## config.mk

```make
export PLATFORM = sky130hd
export DESIGN_NAME = logic_program_interpreter
export DESIGN_NICKNAME = d
export VERILOG_FILES = /design/src/design/plc_pkg.sv /design/src/design/logic_program_interpreter.sv /design/src/design/sig_select.sv /design/src/design/out_bank.sv
export SDC_FILE = /design/constraint.sdc
export NUM_CORES = 1
export LEC_CHECK = 0
export BUFFER_PORTS_ARGS = -buffer_cell sky130_fd_sc_hd__buf_2
export CAP_MARGIN = 20
export CORE_MARGIN = 2
export CORE_UTILIZATION = 54
export CTS_CLUSTER_DIAMETER = 30
export DETAILED_ROUTE_END_ITERATION = 10
export PLACE_DENSITY = 0.87
export SETUP_SLACK_MARGIN = 0.15
export SYNTH_ARGS = -nofsm -noshare
export SYNTH_HDL_FRONTEND = slang
export SYNTH_SLANG_ARGS = --single-unit
export TNS_END_PERCENT = 1
```

## constraint.sdc

```tcl
create_clock -name sys_clk -period 3.38 [get_ports sys_clk]
set_input_delay 0.169 -clock sys_clk [delete_from_list [all_inputs] [get_ports sys_clk]]
set_output_delay 0.169 -clock sys_clk [all_outputs]
set_load 0.1 [all_outputs]
```

## src/design/plc_pkg.sv

```systemverilog
/*
  shared constants of the logic program interpreter: program word width,
  operator codes, reset values and the sequencer state encoding.
  assumes program words are two's complement, negative words are operators.
*/
package plc_pkg;

  // program word and operand identifier widths
  localparam int WORD_W = 16;
  localparam int ID_W = WORD_W - 1;

  // operator codes, two's complement of -1 .. -11
  localparam logic [WORD_W-1:0] OP_NOP = 16'hffff;
  localparam logic [WORD_W-1:0] OP_OR = 16'hfffe;
  localparam logic [WORD_W-1:0] OP_AND = 16'hfffd;
  localparam logic [WORD_W-1:0] OP_INVERT = 16'hfffc;
  localparam logic [WORD_W-1:0] OP_STORE = 16'hfffb;
  localparam logic [WORD_W-1:0] OP_CLEAR = 16'hfffa;
  localparam logic [WORD_W-1:0] OP_END = 16'hfff9;
  localparam logic [WORD_W-1:0] OP_SET = 16'hfff8;
  localparam logic [WORD_W-1:0] OP_LOAD = 16'hfff7;
  localparam logic [WORD_W-1:0] OP_IF = 16'hfff6;
  localparam logic [WORD_W-1:0] OP_CALL = 16'hfff5;

  // result values and the word sign bit position
  localparam logic IR_RESET = 1'h0;
  localparam logic IR_TRUE = 1'h1;
  localparam int SIGN_BIT = WORD_W - 1;

  // sequencer states
  typedef enum logic [3:0] {
    ST_OP = 4'h0,
    ST_OR = 4'h1,
    ST_AND = 4'h2,
    ST_STORE = 4'h3,
    ST_LOAD = 4'h4,
    ST_IF1 = 4'h5,
    ST_IF2 = 4'h6,
    ST_CALL = 4'h7
  } plc_state_t;

endpackage

```

## src/design/logic_program_interpreter.sv

```systemverilog
/*
  sequencer that walks a stored numeric logic program one word per clock,
  keeps the one-bit intermediate result, reads the input pool, writes the
  output pool and fires actions.
  assumes the program store answers combinationally: prog_word belongs to
  the prog_addr of the same cycle. pools run on sys_clk, no synchronisers.
*/
// Functional notes
// every negative program word is decoded as an operator.
// positive words after an operator select one signal of a pool.
// inputs, outputs and actions are numbered apart; the operator picks.
// one intermediate result bit is read and updated by the operators.
// OR combines each following input into the intermediate result.
// AND combines the following inputs and puts the outcome in the result.
// STORE drives the named output to the intermediate result.
// LOAD copies the named input into the intermediate result.
// IF loads the first following input when true, else the second.
// CALL fires the named action with the intermediate result.
// INVERT flips the result, CLEAR forces false, SET forces true.
// NOP does nothing but a step; END restarts at the first step.
// steps run in ascending order; each pass starts with a false result.
`timescale 1ns/10ps
module logic_program_interpreter
  import plc_pkg::*;
#(
  parameter int PROG_DEPTH = 256,
  parameter int IN_COUNT = 128,
  parameter int OUT_COUNT = 70,
  parameter int ACT_COUNT = 16
) (
  // clock, reset, enables
  input wire logic sys_clk,
  input wire logic nrst,
  input wire logic ce,
  input wire logic run,
  // program store
  output logic [$clog2(PROG_DEPTH)-1:0] prog_addr,
  input wire logic [WORD_W-1:0] prog_word,
  // signal pools
  input wire logic [IN_COUNT-1:0] in_sig,
  output logic [OUT_COUNT-1:0] out_sig,
  output logic [ACT_COUNT-1:0] act_fire,
  output logic [ACT_COUNT-1:0] act_level,
  // status
  output logic intermediate_result,
  output logic pass_done
);

  localparam int ADDR_W = $clog2(PROG_DEPTH);
  localparam logic [ADDR_W-1:0] ADDR_FIRST = '0;
  localparam logic [ADDR_W-1:0] ADDR_LAST = ADDR_W'(PROG_DEPTH - 1);
  localparam logic [ADDR_W-1:0] ADDR_INC = ADDR_W'(1);

  typedef struct packed {
    plc_state_t state;
    logic [ADDR_W-1:0] addr;
    logic ir;
    logic first;
    logic cond;
    logic hold;
    logic [ACT_COUNT-1:0] fire;
    logic [ACT_COUNT-1:0] level;
    logic done;
  } core_t;

  core_t cur;
  core_t next_cur;

  logic is_neg;
  logic is_pos;
  logic [ID_W-1:0] op_id;
  logic in_bit;
  logic in_valid;
  logic end_op;
  logic restart;
  logic step;
  logic wr_en;

  //////////////////////////////////////////////////////////////////////////
  // word classification
  assign is_neg = prog_word[SIGN_BIT];
  assign is_pos = !prog_word[SIGN_BIT] && (prog_word != '0);
  assign op_id = prog_word[ID_W-1:0];
  assign step = ce && run;

  // the input pool is only ever read by input-class operators
  sig_select #(
    .N(IN_COUNT)
  ) u_in_sel (
    .pool(in_sig),
    .id(op_id),
    .sel(in_bit),
    .valid(in_valid)
  );

  // output pool writes only from the store operand state
  assign wr_en = step && is_pos && (cur.state == ST_STORE);

  out_bank #(
    .N(OUT_COUNT)
  ) u_out (
    .sys_clk(sys_clk),
    .nrst(nrst),
    .wr_en(wr_en),
    .wr_id(op_id),
    .wr_val(cur.ir),
    .out_sig(out_sig)
  );

  //////////////////////////////////////////////////////////////////////////
  // next state; a negative word always decodes, even where an operand was
  // expected, so a short operand list never swallows the next operator
  always_comb begin
    next_cur = cur;
    next_cur.fire = '0;
    next_cur.done = 1'h0;
    end_op = 1'h0;
    restart = 1'h0;
    if (is_pos) begin
      case (cur.state)
        ST_OR: begin
          next_cur.ir = cur.ir | in_bit;
        end
        ST_AND: begin
          next_cur.ir = cur.first ? in_bit : (cur.ir & in_bit);
          next_cur.first = 1'h0;
        end
        ST_STORE: begin
          next_cur.state = ST_OP;
        end
        ST_LOAD: begin
          next_cur.ir = in_bit;
          next_cur.state = ST_OP;
        end
        ST_IF1: begin
          next_cur.cond = cur.ir;
          next_cur.hold = in_bit;
          next_cur.state = ST_IF2;
        end
        ST_IF2: begin
          next_cur.ir = cur.cond ? cur.hold : in_bit;
          next_cur.state = ST_OP;
        end
        ST_CALL: begin
          for (int i = 0; i < ACT_COUNT; i++) begin
            if (op_id == ID_W'(i + 1)) begin
              next_cur.fire[i] = 1'h1;
              next_cur.level[i] = cur.ir;
            end
          end
          next_cur.state = ST_OP;
        end
        ST_OP: begin
          next_cur.state = ST_OP;
        end
        default: begin
          next_cur.state = ST_OP;
        end
      endcase
    end else if (is_neg) begin
      next_cur.state = ST_OP;
      case (prog_word)
        OP_OR: next_cur.state = ST_OR;
        OP_AND: begin
          next_cur.state = ST_AND;
          next_cur.first = 1'h1;
        end
        OP_INVERT: next_cur.ir = !cur.ir;
        OP_STORE: next_cur.state = ST_STORE;
        OP_CLEAR: next_cur.ir = IR_RESET;
        OP_END: end_op = 1'h1;
        OP_SET: next_cur.ir = IR_TRUE;
        OP_LOAD: next_cur.state = ST_LOAD;
        OP_IF: next_cur.state = ST_IF1;
        OP_CALL: next_cur.state = ST_CALL;
        default: next_cur.state = ST_OP;
      endcase
    end
    // running off the end of the store counts as an end of pass
    restart = end_op || (cur.addr == ADDR_LAST);
    if (restart) begin
      next_cur.addr = ADDR_FIRST;
      next_cur.ir = IR_RESET;
      next_cur.state = ST_OP;
      next_cur.done = 1'h1;
    end else begin
      next_cur.addr = cur.addr + ADDR_INC;
    end
    // a stopped program keeps its place but drops its pulses; clock enable low holds pulses too
    if (!ce) begin
      next_cur = cur;
    end else if (!run) begin
      next_cur = cur;
      next_cur.fire = '0;
      next_cur.done = 1'h0;
    end
  end

  // state register
  always_ff @(posedge sys_clk or negedge nrst) begin
    if (!nrst) begin
      cur <= '{state: ST_OP, addr: ADDR_FIRST, ir: IR_RESET, default: '0};
    end else begin
      cur <= next_cur;
    end
  end

  assign prog_addr = cur.addr;
  assign intermediate_result = cur.ir;
  assign act_fire = cur.fire;
  assign act_level = cur.level;
  assign pass_done = cur.done;

  // output index of the operand word, meaningful for ids 1..OUT_COUNT only
  localparam int OUT_W = $clog2(OUT_COUNT);
  logic [OUT_W-1:0] wr_idx;
  assign wr_idx = OUT_W'(op_id - ID_W'(1));

  // ids of zero or past the pool are dropped by the bank, so skip them here
  function automatic logic in_range_out(logic [ID_W-1:0] id);
    return id != '0 && id <= ID_W'(OUT_COUNT);
  endfunction
endmodule // logic_program_interpreter

```

## src/design/sig_select.sv

```systemverilog
/*
  picks one signal of a pool by its 1-based identifier.
  assumes the pool is driven from logic on the same clock; an identifier
  of zero or beyond the pool reads as low and reports not valid.
*/
`timescale 1ns/10ps
module sig_select
  import plc_pkg::*;
#(
  parameter int N = 128
) (
  // pool and selection
  input wire logic [N-1:0] pool,
  input wire logic [ID_W-1:0] id,
  // answer
  output logic sel,
  output logic valid
);

  logic [N-1:0] hit;
  logic [N-1:0] match;

  //////////////////////////////////////////////////////////////////////////
  // one comparator per pool entry keeps the mux free of subtraction
  for (genvar g = 0; g < N; g++) begin : g_entry
    assign match[g] = (id == ID_W'(g + 1));
    assign hit[g] = match[g] & pool[g];
  end

  assign sel = |hit;
  assign valid = |match;

endmodule // sig_select

```

## src/design/out_bank.sv

```systemverilog
/*
  the output signal pool: one held bit per identifier.
  assumes the writer gates its write strobe with the clock enable;
  writes to identifiers outside the pool are dropped.
*/
`timescale 1ns/10ps
module out_bank
  import plc_pkg::*;
#(
  parameter int N = 70
) (
  // clock and reset
  input wire logic sys_clk,
  input wire logic nrst,
  // write port
  input wire logic wr_en,
  input wire logic [ID_W-1:0] wr_id,
  input wire logic wr_val,
  // pool contents
  output logic [N-1:0] out_sig
);

  typedef struct packed {
    logic [N-1:0] bits;
  } bank_t;

  bank_t cur;
  bank_t next_cur;

  //////////////////////////////////////////////////////////////////////////
  // per-entry write decode, one entry at most changes per cycle
  always_comb begin
    next_cur = cur;
    for (int i = 0; i < N; i++) begin
      if (wr_en && wr_id == ID_W'(i + 1)) begin
        next_cur.bits[i] = wr_val;
      end
    end
  end

  // state register
  always_ff @(posedge sys_clk or negedge nrst) begin
    if (!nrst) begin
      cur <= '0;
    end else begin
      cur <= next_cur;
    end
  end

  assign out_sig = cur.bits;

endmodule // out_bank

```

==> results.py, run 1 <==
metrics = {
    "timing": {
        "worstMarginPinSlew_ps": 1020,
        "tns_ps": 0,
        "min_period_ps": 2610,
        "report.final.slew_viol_count": 0,
        "slew_headroom_pct": 31.5,
        "fmax_mhz": 383,
        "finClkSkew_ps": 6.27,
        "period_share_pct": 77.2,
        "rsz0062_at_grt": "false",
        "finalSetupViolations": 0,
        "worst_slack_ps": 770,
        "hold_viol": 0,
    },
    "yosys": {
        "syn-num-nets": 876,
        "yosysSeqAreaShare_pct": 42.5,
        "ys_top_cells_by_area": "dfrtp_1 (43%), mux2_2 (15%), nand2_1 (6.1%), buf_4 (4.4%), o21ai_0 (2.8%)",
        "synthDistinctLibCells": 61,
        "synth_cells": 727,
        "synth_edf_count": 0,
        "synth_warnings": 0,
        "synth_seq_cells": 118,
        "postSynth.asyncResetShare_pct": 100,
        "syn_area_sq_mm": 0.00694,
        "yosys_most_used_dff": "dfrtp_1",
        "synth_area_per_cell_sq_um": 9.55,
        "yosysTopAreaCell": "dfrtp_1",
        "synth_top_area_share_pct": 42.5,
    },
    "global_routing": {
        "grt_max_degree": 61,
        "grt_pass1_wl_mm": 37.3,
        "antenna_found_initial": 0,
        "overflow": 0,
        "grt_util_all_layers_pct": 34.8,
        "grt_pass1_vias": 6849,
    },
    "route": {
        "post_drt_wl_per_cell_microns": 21.5,
        "drt_iter0_drc": 716,
        "postRouteAntennaNets": 0,
        "via_per_inst": 6.04,
        "route.detailed.drc": 0,
        "wl_mm": 24.3,
        "num_vias": 6816,
        "first_pass_iters": 7,
    },
    "floorplan": {
        "core_area_sq_mm": 0.0126,
        "die_area_sq_mm": 0.0138,
        "die_h_microns": 117,
        "rows": 41,
        "ios": 260,
        "start_util_pct": 55.2,
        "dieWidth_microns": 117,
    },
    "worst_setup_path": {
        "end_kind": "register",
        "path_max_fanout": 25,
        "arrival_ps": 2880,
        "r2r_setup_slack_ps": 790,
        "criticalPathCategory": "input port to register",
        "crit_required_ps": 3650,
        "worst_setup_path_start_kind": "input port",
    },
    "placement": {
        "portBuffers": 259,
        "dp_cells": 1097,
        "dpl_worst_slack_ps": 364,
        "gp_congestion": 0.967,
        "dpl_cell_area_sq_mm": 0.00818,
        "dp_hpwl_mm": 17.6,
    },
    "cells_and_area": {
        "stdcell_count": 1129,
        "drive_gt1_share_pct": 44.2,
        "final_area_sq_mm": 0.00875,
        "num_antenna_cells": 0,
        "area_growth_pct": 26.0,
        "fin_nets": 1094,
    },
    "cts": {
        "postCtsSetupRepairBufs": 0,
        "cts_buffers": 17,
        "clockBufferDepth": 2,
        "htreeDepth": 4,
        "clock_sinks": 118,
        "clock_latency_ps": 410,
        "cts_tree": "yes",
        "clockRootBuffer": "clkbuf_16",
        "clk_pin_slew_ps": 50,
    },
    "run_status": {
        "status": "finished, final reports clean",
    },
    "power": {
        "cellPowerDensity_mw_per_mm2": 455,
        "p_leak_nw": 4.46,
        "vdd_ir_drop_max_mv": 0.559,
        "total_power_mw": 3.98,
    },
    "worst_hold_path": {
        "min_path_type": "input port to register",
    },
    "run": {
        "cap_violations": 0,
    },
}
## metrics by stage
step	util, %	hold WS [ps]
global placement	65.1	284
detailed placement	65.1	280
floorplan	-	-127
CTS	69.6	96.0
finish	69.6	106
global route	69.6	101
## layout make-up
| type | count | area, sq um |
|---|---|---|
| clock inverter | 6 | 42.5 |
| sequential | 118 | 2950 |
| tap | 172 | 215 |
| inverter | 23 | 86.3 |
| multi-input combinational | 499 | 3420 |
| timing repair buffer | 286 | 1520 |
| fill | 984 | 3820 |
| clock buffer | 25 | 515 |
## registers in the layout, indices dropped and copies added (netlist names)
name                 flops
act_level               16
act_fire                16
cur                      6
intermediate_result      1
prog_addr                8
pass_done                1
u_out.out_sig           70
## report_power, final
group          internal (mW)  switching [mW]  total, mW
sequential              1.45          0.0997       1.55
clock                   1.05           0.621       1.67
combinational          0.211           0.553      0.764
## path summary, 6_finish.rpt
check,startpoint,to,cells after the start
min in group asynchronous,nrst,prog_addr[1],2
max in group asynchronous,nrst,u_out.out_sig[36],3
worst min-delay path,run,prog_addr[4],3
worst max register to register,prog_addr[0],cur[45],9
worst min register to register,act_fire[15],act_fire[15],1
worst max-delay path,prog_word[0],cur[33],9
## synth_stat cells (3+ instances only)
cell type,number
a221oi_1,5
a21oi_1,12
nor4_1,6
buf_2,13
a211oi_1,5
a21o_1,4
nor3_1,18
buf_1,4
a32o_1,3
nor2b_1,12
nand2_1,113
nand3_1,22
or4_1,3
a22oi_1,12
or3_1,3
a22o_1,6
a32oi_1,7
o41ai_1,3
buf_4,41
o32ai_1,3
o21ai_0,39
nor2_1,39
mux2_2,94
or2_2,3
clkbuf_1,29
a2bb2oi_1,3
inv_1,23
nor3b_1,7
nor4b_1,5
a31oi_1,10
and2_1,3
mux2i_1,8
nand4_1,8
and3_1,6
dfrtp_1,118
o22ai_1,4
## worst max-delay path: stages
cell and delay [ps]:
buf_2 400, nor2_1 300, and2_1 420, a222oi_1 320, and3_1 240, a22oi_1 100, a221o_1 370, nor4b_1 430
a21oi_1 130
## layer usage
metal | up-vias | track usage [%] | wire (microns)
met3 | 72 | 9.24 | 2240
met1 | 3309 | 41.5 | 9090
met4 | 0 | 16.3 | 1050
met2 | 419 | 58.6 | 11900
li1 | 3016 | - | -
met5 | - | 0 | 0
## cells by family (layout without fill, tap and decap cells)
family / Yosys count / in the layout / synth area share, %
simple gates: 261 / 261 / 18.4
mux: 105 / 105 / 17.2
buf+inv: 110 / 340 / 8.40
fa+ha+maj: 1 / 1 / 0.180
compound gates: 129 / 129 / 12.9
flops: 118 / 118 / 42.5
xor+xnor: 3 / 3 / 0.379
## layout by cell type (no fill, tap or decap), types with 12 or more instances in the layout
| cell type | count |
|---|---|
| buf_2 | 258 |
| dfrtp_1 | 117 |
| nand2_1 | 113 |
| mux2_2 | 94 |
| nor2_1 | 39 |
| o21ai_0 | 39 |
| buf_4 | 26 |
| inv_1 | 23 |
| nand3_1 | 22 |
| nor3_1 | 18 |
| clkbuf_16 | 17 |
| nor2b_1 | 12 |
| a21oi_1 | 12 |
| a22oi_1 | 12 |
## what timing repair did
action / in CTS / in global routing
hold endpoints to repair: 58 / 0
gates resized for setup: 0 / 0
hold buffers: 1 / 0
Power figures use the tool's default switching activity.
==> run 2: changes to the inputs <==
Settings changed: CORE_UTILIZATION 54 to 45, PLACE_DENSITY 0.87 to 0.77.
Clock period 3.38 ns to 2.3 ns, I/O delays scaled along.
==> results.py, run 2 (synthesized netlist as in run 1, its figures left out) <==
metrics = {
    "run_status": {
        "status": "finished, final reports clean",
    },
    "floorplan": {
        "dieWidth_microns": 128,
        "start_util_pct": 45.8,
        "die_area_sq_mm": 0.0164,
        "ios": 260,
        "rows": 45,
        "core_area_sq_mm": 0.0151,
        "die_h_microns": 128,
    },
    "worst_hold_path": {
        "min_path_type": "input port to asynchronous set/reset pin",
    },
    "cells_and_area": {
        "final_common_cell": "buf_2",
        "post-route-util_pct": 63.4,
        "final_cell_mix": "buf_2 (258), dfrtp_1 (117), nand2_1 (113)",
        "fin_nets": 1179,
        "largest_register_ffs": 70,
        "multi_input_area_sq_mm": 0.00345,
        "stdcell_count": 1234,
        "fillers": 1279,
        "regArea_sq_mm": 0.00295,
        "drive_gt1_share_pct": 49.7,
        "area_growth_pct": 38.4,
        "final_area_sq_mm": 0.00961,
    },
    "global_routing": {
        "grt_util_all_layers_pct": 30.1,
        "grt_use_met3_pct": 7.76,
        "grt_use_met1_pct": 35.2,
        "grt_pass1_vias": 7123,
        "grt_pass1_wl_mm": 37.8,
        "grt_max_degree": 76,
        "grt_busiest_layer": "met2",
        "grtUsageMet2_pct": 50.4,
        "overflow": 0,
        "antenna_found_initial": 3,
    },
    "cts": {
        "cts_buffers": 17,
        "clock_sinks": 118,
        "clock_latency_ps": 400,
        "clk_pin_slew_ps": 60,
        "cts_tree": "yes",
        "htreeDepth": 4,
        "clockRootBuffer": "clkbuf_16",
        "clockBufferDepth": 2,
    },
    "timing": {
        "fmax_mhz": 456,
        "finalSetupViolations": 0,
        "hold_viol": 0,
        "period_share_pct": 95.4,
        "finClkSkew_ps": 8.21,
        "worstMarginPinSlew_ps": 901,
        "slew_headroom_pct": 39.8,
        "report.final.slew_viol_count": 0,
        "rsz0062_at_grt": "true",
        "min_period_ps": 2190,
    },
    "worst_setup_path": {
        "criticalPathCategory": "register to register",
        "reg2reg_from": "prog_addr[0]",
        "r2r_setup_slack_ps": 110,
        "arrival_ps": 2480,
        "path_max_fanout": 3,
        "cpMaxStageDelayCell": "or4_4",
        "cp_cell_sequence": "ha_2, and3_4, and3_4, a32o_2, or4_4, nand3_4, nor2b_1, a211oi_2, o21ai_1",
        "r2r_end": "cur[45]",
        "reg2reg_depth": 9,
        "cpMostUsedCell": "and3_4",
        "crit_family": "simple AND/OR/NAND/NOR gates",
        "crit_buf_inv": 0,
        "crit_required_ps": 2580,
        "worst_setup_path_start_kind": "register",
        "cpPeakStageDelay_ps": 490,
        "end_kind": "register",
    },
    "route": {
        "post_drt_wl_per_cell_microns": 20.2,
        "num_vias": 6959,
        "via_per_inst": 5.64,
        "first_pass_iters": 5,
        "route.detailed.drc": 0,
        "postRouteAntennaNets": 0,
        "wl_mm": 24.9,
        "drt_iter0_drc": 435,
    },
    "placement": {
        "dp_cells": 1192,
        "portBuffers": 259,
        "gp_congestion": 0.965,
        "dpl_cell_area_sq_mm": 0.00888,
        "dp_hpwl_mm": 19.1,
    },
    "power": {
        "total_power_mw": 6.29,
        "cellPowerDensity_mw_per_mm2": 655,
        "p_leak_nw": 4.92,
        "vdd_ir_drop_max_mv": 0.694,
    },
    "run": {
        "cap_violations": 0,
    },
}
## run 2: per-stage QoR
step                TNS, ps  hold slack (ps)  setup slack (ps)
floorplan              -633             -181             -39.7
global placement      -7790            -7.33              -261
detailed placement    -8810            -6.14              -309
CTS                       0              104              89.9
global route              0              132              38.3
finish                    0              115               106
## run 2: layer usage
layer	vias up	share of wire [%]
met4	0	4.5
met1	3358	39
li1	3188	-
met5	-	0
met2	341	49
met3	72	7.5
## run 2: layout make-up
type	count	area share (%)
multi-input combinational	499	36.0
sequential	118	30.7
timing repair buffer	371	23.3
clock buffer	21	5.00
tap	188	2.45
clock inverter	11	1.54
inverter	23	0.899
antenna	3	0.0781
## run 2: worst max-delay path by stage
stage             startpoint  slack (ps)                end  cells after the start
2_1_floorplan  prog_word[11]         -40  u_out.out_sig[39]                      9
3_3_place_gp   prog_word[11]        -260  u_out.out_sig[28]                      7
3_5_place_dp   prog_word[11]        -310  u_out.out_sig[27]                      7
4_1_cts         prog_addr[1]          90            cur[45]                      9
5_1_grt         prog_addr[0]          40            cur[45]                      9
6_report        prog_addr[0]         110            cur[45]                      9
## run 2: power breakdown
| part | switching, mW | internal [mW] |
|---|---|---|
| Clock | 0.930 | 1.82 |
| Sequential | 0.0961 | 2.13 |
| Combinational | 0.898 | 0.423 |
| Total | 1.92 | 4.37 |
## run 2: repair_timing
| item | 4_1_cts | 5_1_grt |
|---|---|---|
| endpoints found under the setup margin | 5 | 8 |
| hold buffers | 1 | 0 |
| gates resized for setup | 6 | 3 |
| hold endpoints to repair | 118 | 0 |
| pin swaps | 7 | 3 |
| buffers inserted | 4 | 1 |
==> run 3: changes to the inputs <==
Settings changed: GPL_TIMING_DRIVEN from default to 0.
==> results.py, run 3 (synthesized netlist as in run 1, its figures left out) <==
metrics = {
    "cells_and_area": {
        "final_area_sq_mm": 0.00951,
        "multi_input_area_sq_mm": 0.00358,
        "final_common_cell": "buf_2",
        "regArea_sq_mm": 0.00295,
        "area_growth_pct": 36.9,
        "drive_gt1_share_pct": 49.2,
        "fillers": 1319,
        "largest_register_ffs": 70,
        "fin_nets": 1168,
        "final_cell_mix": "buf_2 (264), dfrtp_1 (118), nand2_1 (110)",
        "stdcell_count": 1222,
    },
    "worst_setup_path": {
        "cp_cell_sequence": "buf_2, nor2b_1, and2_4, a222oi_1, and3_1, a22oi_2, a221o_1, nor4b_2, a21oi_1",
        "crit_buf_inv": 1,
        "path_max_fanout": 10,
        "arrival_ps": 2610,
        "end_kind": "register",
        "worst_setup_path_start_kind": "input port",
        "criticalPathCategory": "input port to register",
        "cpPeakStageDelay_ps": 860,
        "crit_required_ps": 2620,
        "crit_family": "simple AND/OR/NAND/NOR gates",
        "r2r_setup_slack_ps": 120,
        "cpMaxStageDelayCell": "nor2b_1",
    },
    "global_routing": {
        "grt_max_degree": 69,
        "grt_pass1_vias": 7020,
        "grt_util_all_layers_pct": 31.5,
        "antenna_found_initial": 2,
        "grt_pass1_wl_mm": 39.1,
        "overflow": 0,
    },
    "placement": {
        "gp_congestion": 0.915,
        "dp_cells": 1179,
        "portBuffers": 259,
        "dp_hpwl_mm": 19.2,
        "dpl_cell_area_sq_mm": 0.00853,
    },
    "timing": {
        "slew_headroom_pct": 24.0,
        "period_share_pct": 99.3,
        "min_period_ps": 2280,
        "report.final.slew_viol_count": 0,
        "rsz0062_at_grt": "true",
        "finalSetupViolations": 0,
        "worstMarginPinSlew_ps": 1130,
        "finClkSkew_ps": 6.54,
        "hold_viol": 0,
        "holdWs_ps": 37.9,
        "fmax_mhz": 438,
        "tns_ps": 0,
    },
    "route": {
        "drt_iter0_drc": 491,
        "postRouteAntennaNets": 0,
        "post_drt_wl_per_cell_microns": 21.3,
        "via_per_inst": 5.78,
        "route.detailed.drc": 0,
        "wl_mm": 26.1,
        "num_vias": 7060,
        "first_pass_iters": 6,
    },
    "cts": {
        "clock_sinks": 118,
        "htreeDepth": 4,
        "clockRootBuffer": "clkbuf_16",
        "cts_buffers": 17,
        "clockBufferDepth": 2,
        "clk_pin_slew_ps": 60,
        "clock_latency_ps": 400,
        "cts_tree": "yes",
    },
    "floorplan": {
        "dieWidth_microns": 128,
        "die_area_sq_mm": 0.0164,
        "rows": 45,
        "start_util_pct": 45.8,
        "die_h_microns": 128,
        "core_area_sq_mm": 0.0151,
        "ios": 260,
    },
    "power": {
        "cellPowerDensity_mw_per_mm2": 687,
        "total_power_mw": 6.53,
        "p_leak_nw": 4.83,
        "vdd_ir_drop_max_mv": 0.531,
    },
    "worst_hold_path": {
        "min_path_type": "input port to register",
    },
    "run": {
        "cap_violations": 0,
    },
    "run_status": {
        "status": "finished, final reports clean",
    },
}
run 3: cell count changes in the layout (fill, tap and decap cells not counted), moves of 4 or more:
cell / change
buf_12: -8
buf_2: +6
buf_4: -47
buf_6: +4
clkbuf_1: +21
clkbuf_2: +5
clkbuf_4: +6
clkbuf_8: -4
nor2_1: -8
nor2_2: +5
run 3: metrics by stage:
stage	setup slack [ps]	utilization, %
after floorplan	-39.7	-
after global placement	-901	55.9
after detailed placement	-825	56.3
after CTS	57.6	61.7
after global routing	42.5	62.8
final	15.4	62.8
run 3: report_power, final:
group	switching (mW)	total [mW]	leakage, nW	internal (mW)
Clock	0.988	2.92	0.310	1.93
Combinational	1.02	1.44	2.88	0.417
Sequential	0.0474	2.17	1.64	2.12
Total	2.06	6.53	4.83	4.47
run 3: layer usage:
layer  global-route usage, %  vias to the layer above  share of wire, %
met2                    53.0                      368                48
met1                    36.8                     3434                39
met5                       0                        -                 0
met3                    8.35                       87               8.2
met4                    16.5                        0               4.8
li1                        -                     3171                 -
run 3: worst register-to-register path, cell delays in order, from the launching register on:
cell and delay [ps]:
dfrtp_1 380, ha_2 200, and3_4 190, and3_4 200
a32o_2 260, or4_1 420, nand3_2 110, buf_4 120
or2_2 100, o21ai_0 60
run 3: final timing paths:
check / startpoint / endpoint / depth (start not counted)
max in group asynchronous: nrst / u_out.out_sig[5] / 3
setup / recovery: prog_word[3] / cur[33] / 9
hold reg to reg: pass_done / pass_done / 1
hold / removal: run / prog_addr[4] / 3
setup reg to reg: prog_addr[0] / cur[46] / 9
min in group asynchronous: nrst / prog_addr[3] / 2
run 3: final cells by class:
cell class	count	area share (%)
tap	188	2.47
sequential	118	31.1
buffer	85	5.82
clock inverter	15	2.38
multi-input combinational	499	37.6
inverter	23	0.908
timing repair buffer	275	15.2
clock buffer	17	4.48
antenna	2	0.0527
run 3: timing repair:
| action | CTS | global route |
|---|---|---|
| setup buffers | 7 | 3 |
| pin swaps | 4 | 10 |
| hold endpoints to repair | 50 | 0 |
| hold buffers | 1 | 0 |
| resized for setup | 34 | 44 |
| setup endpoints to repair | 91 | 67 |
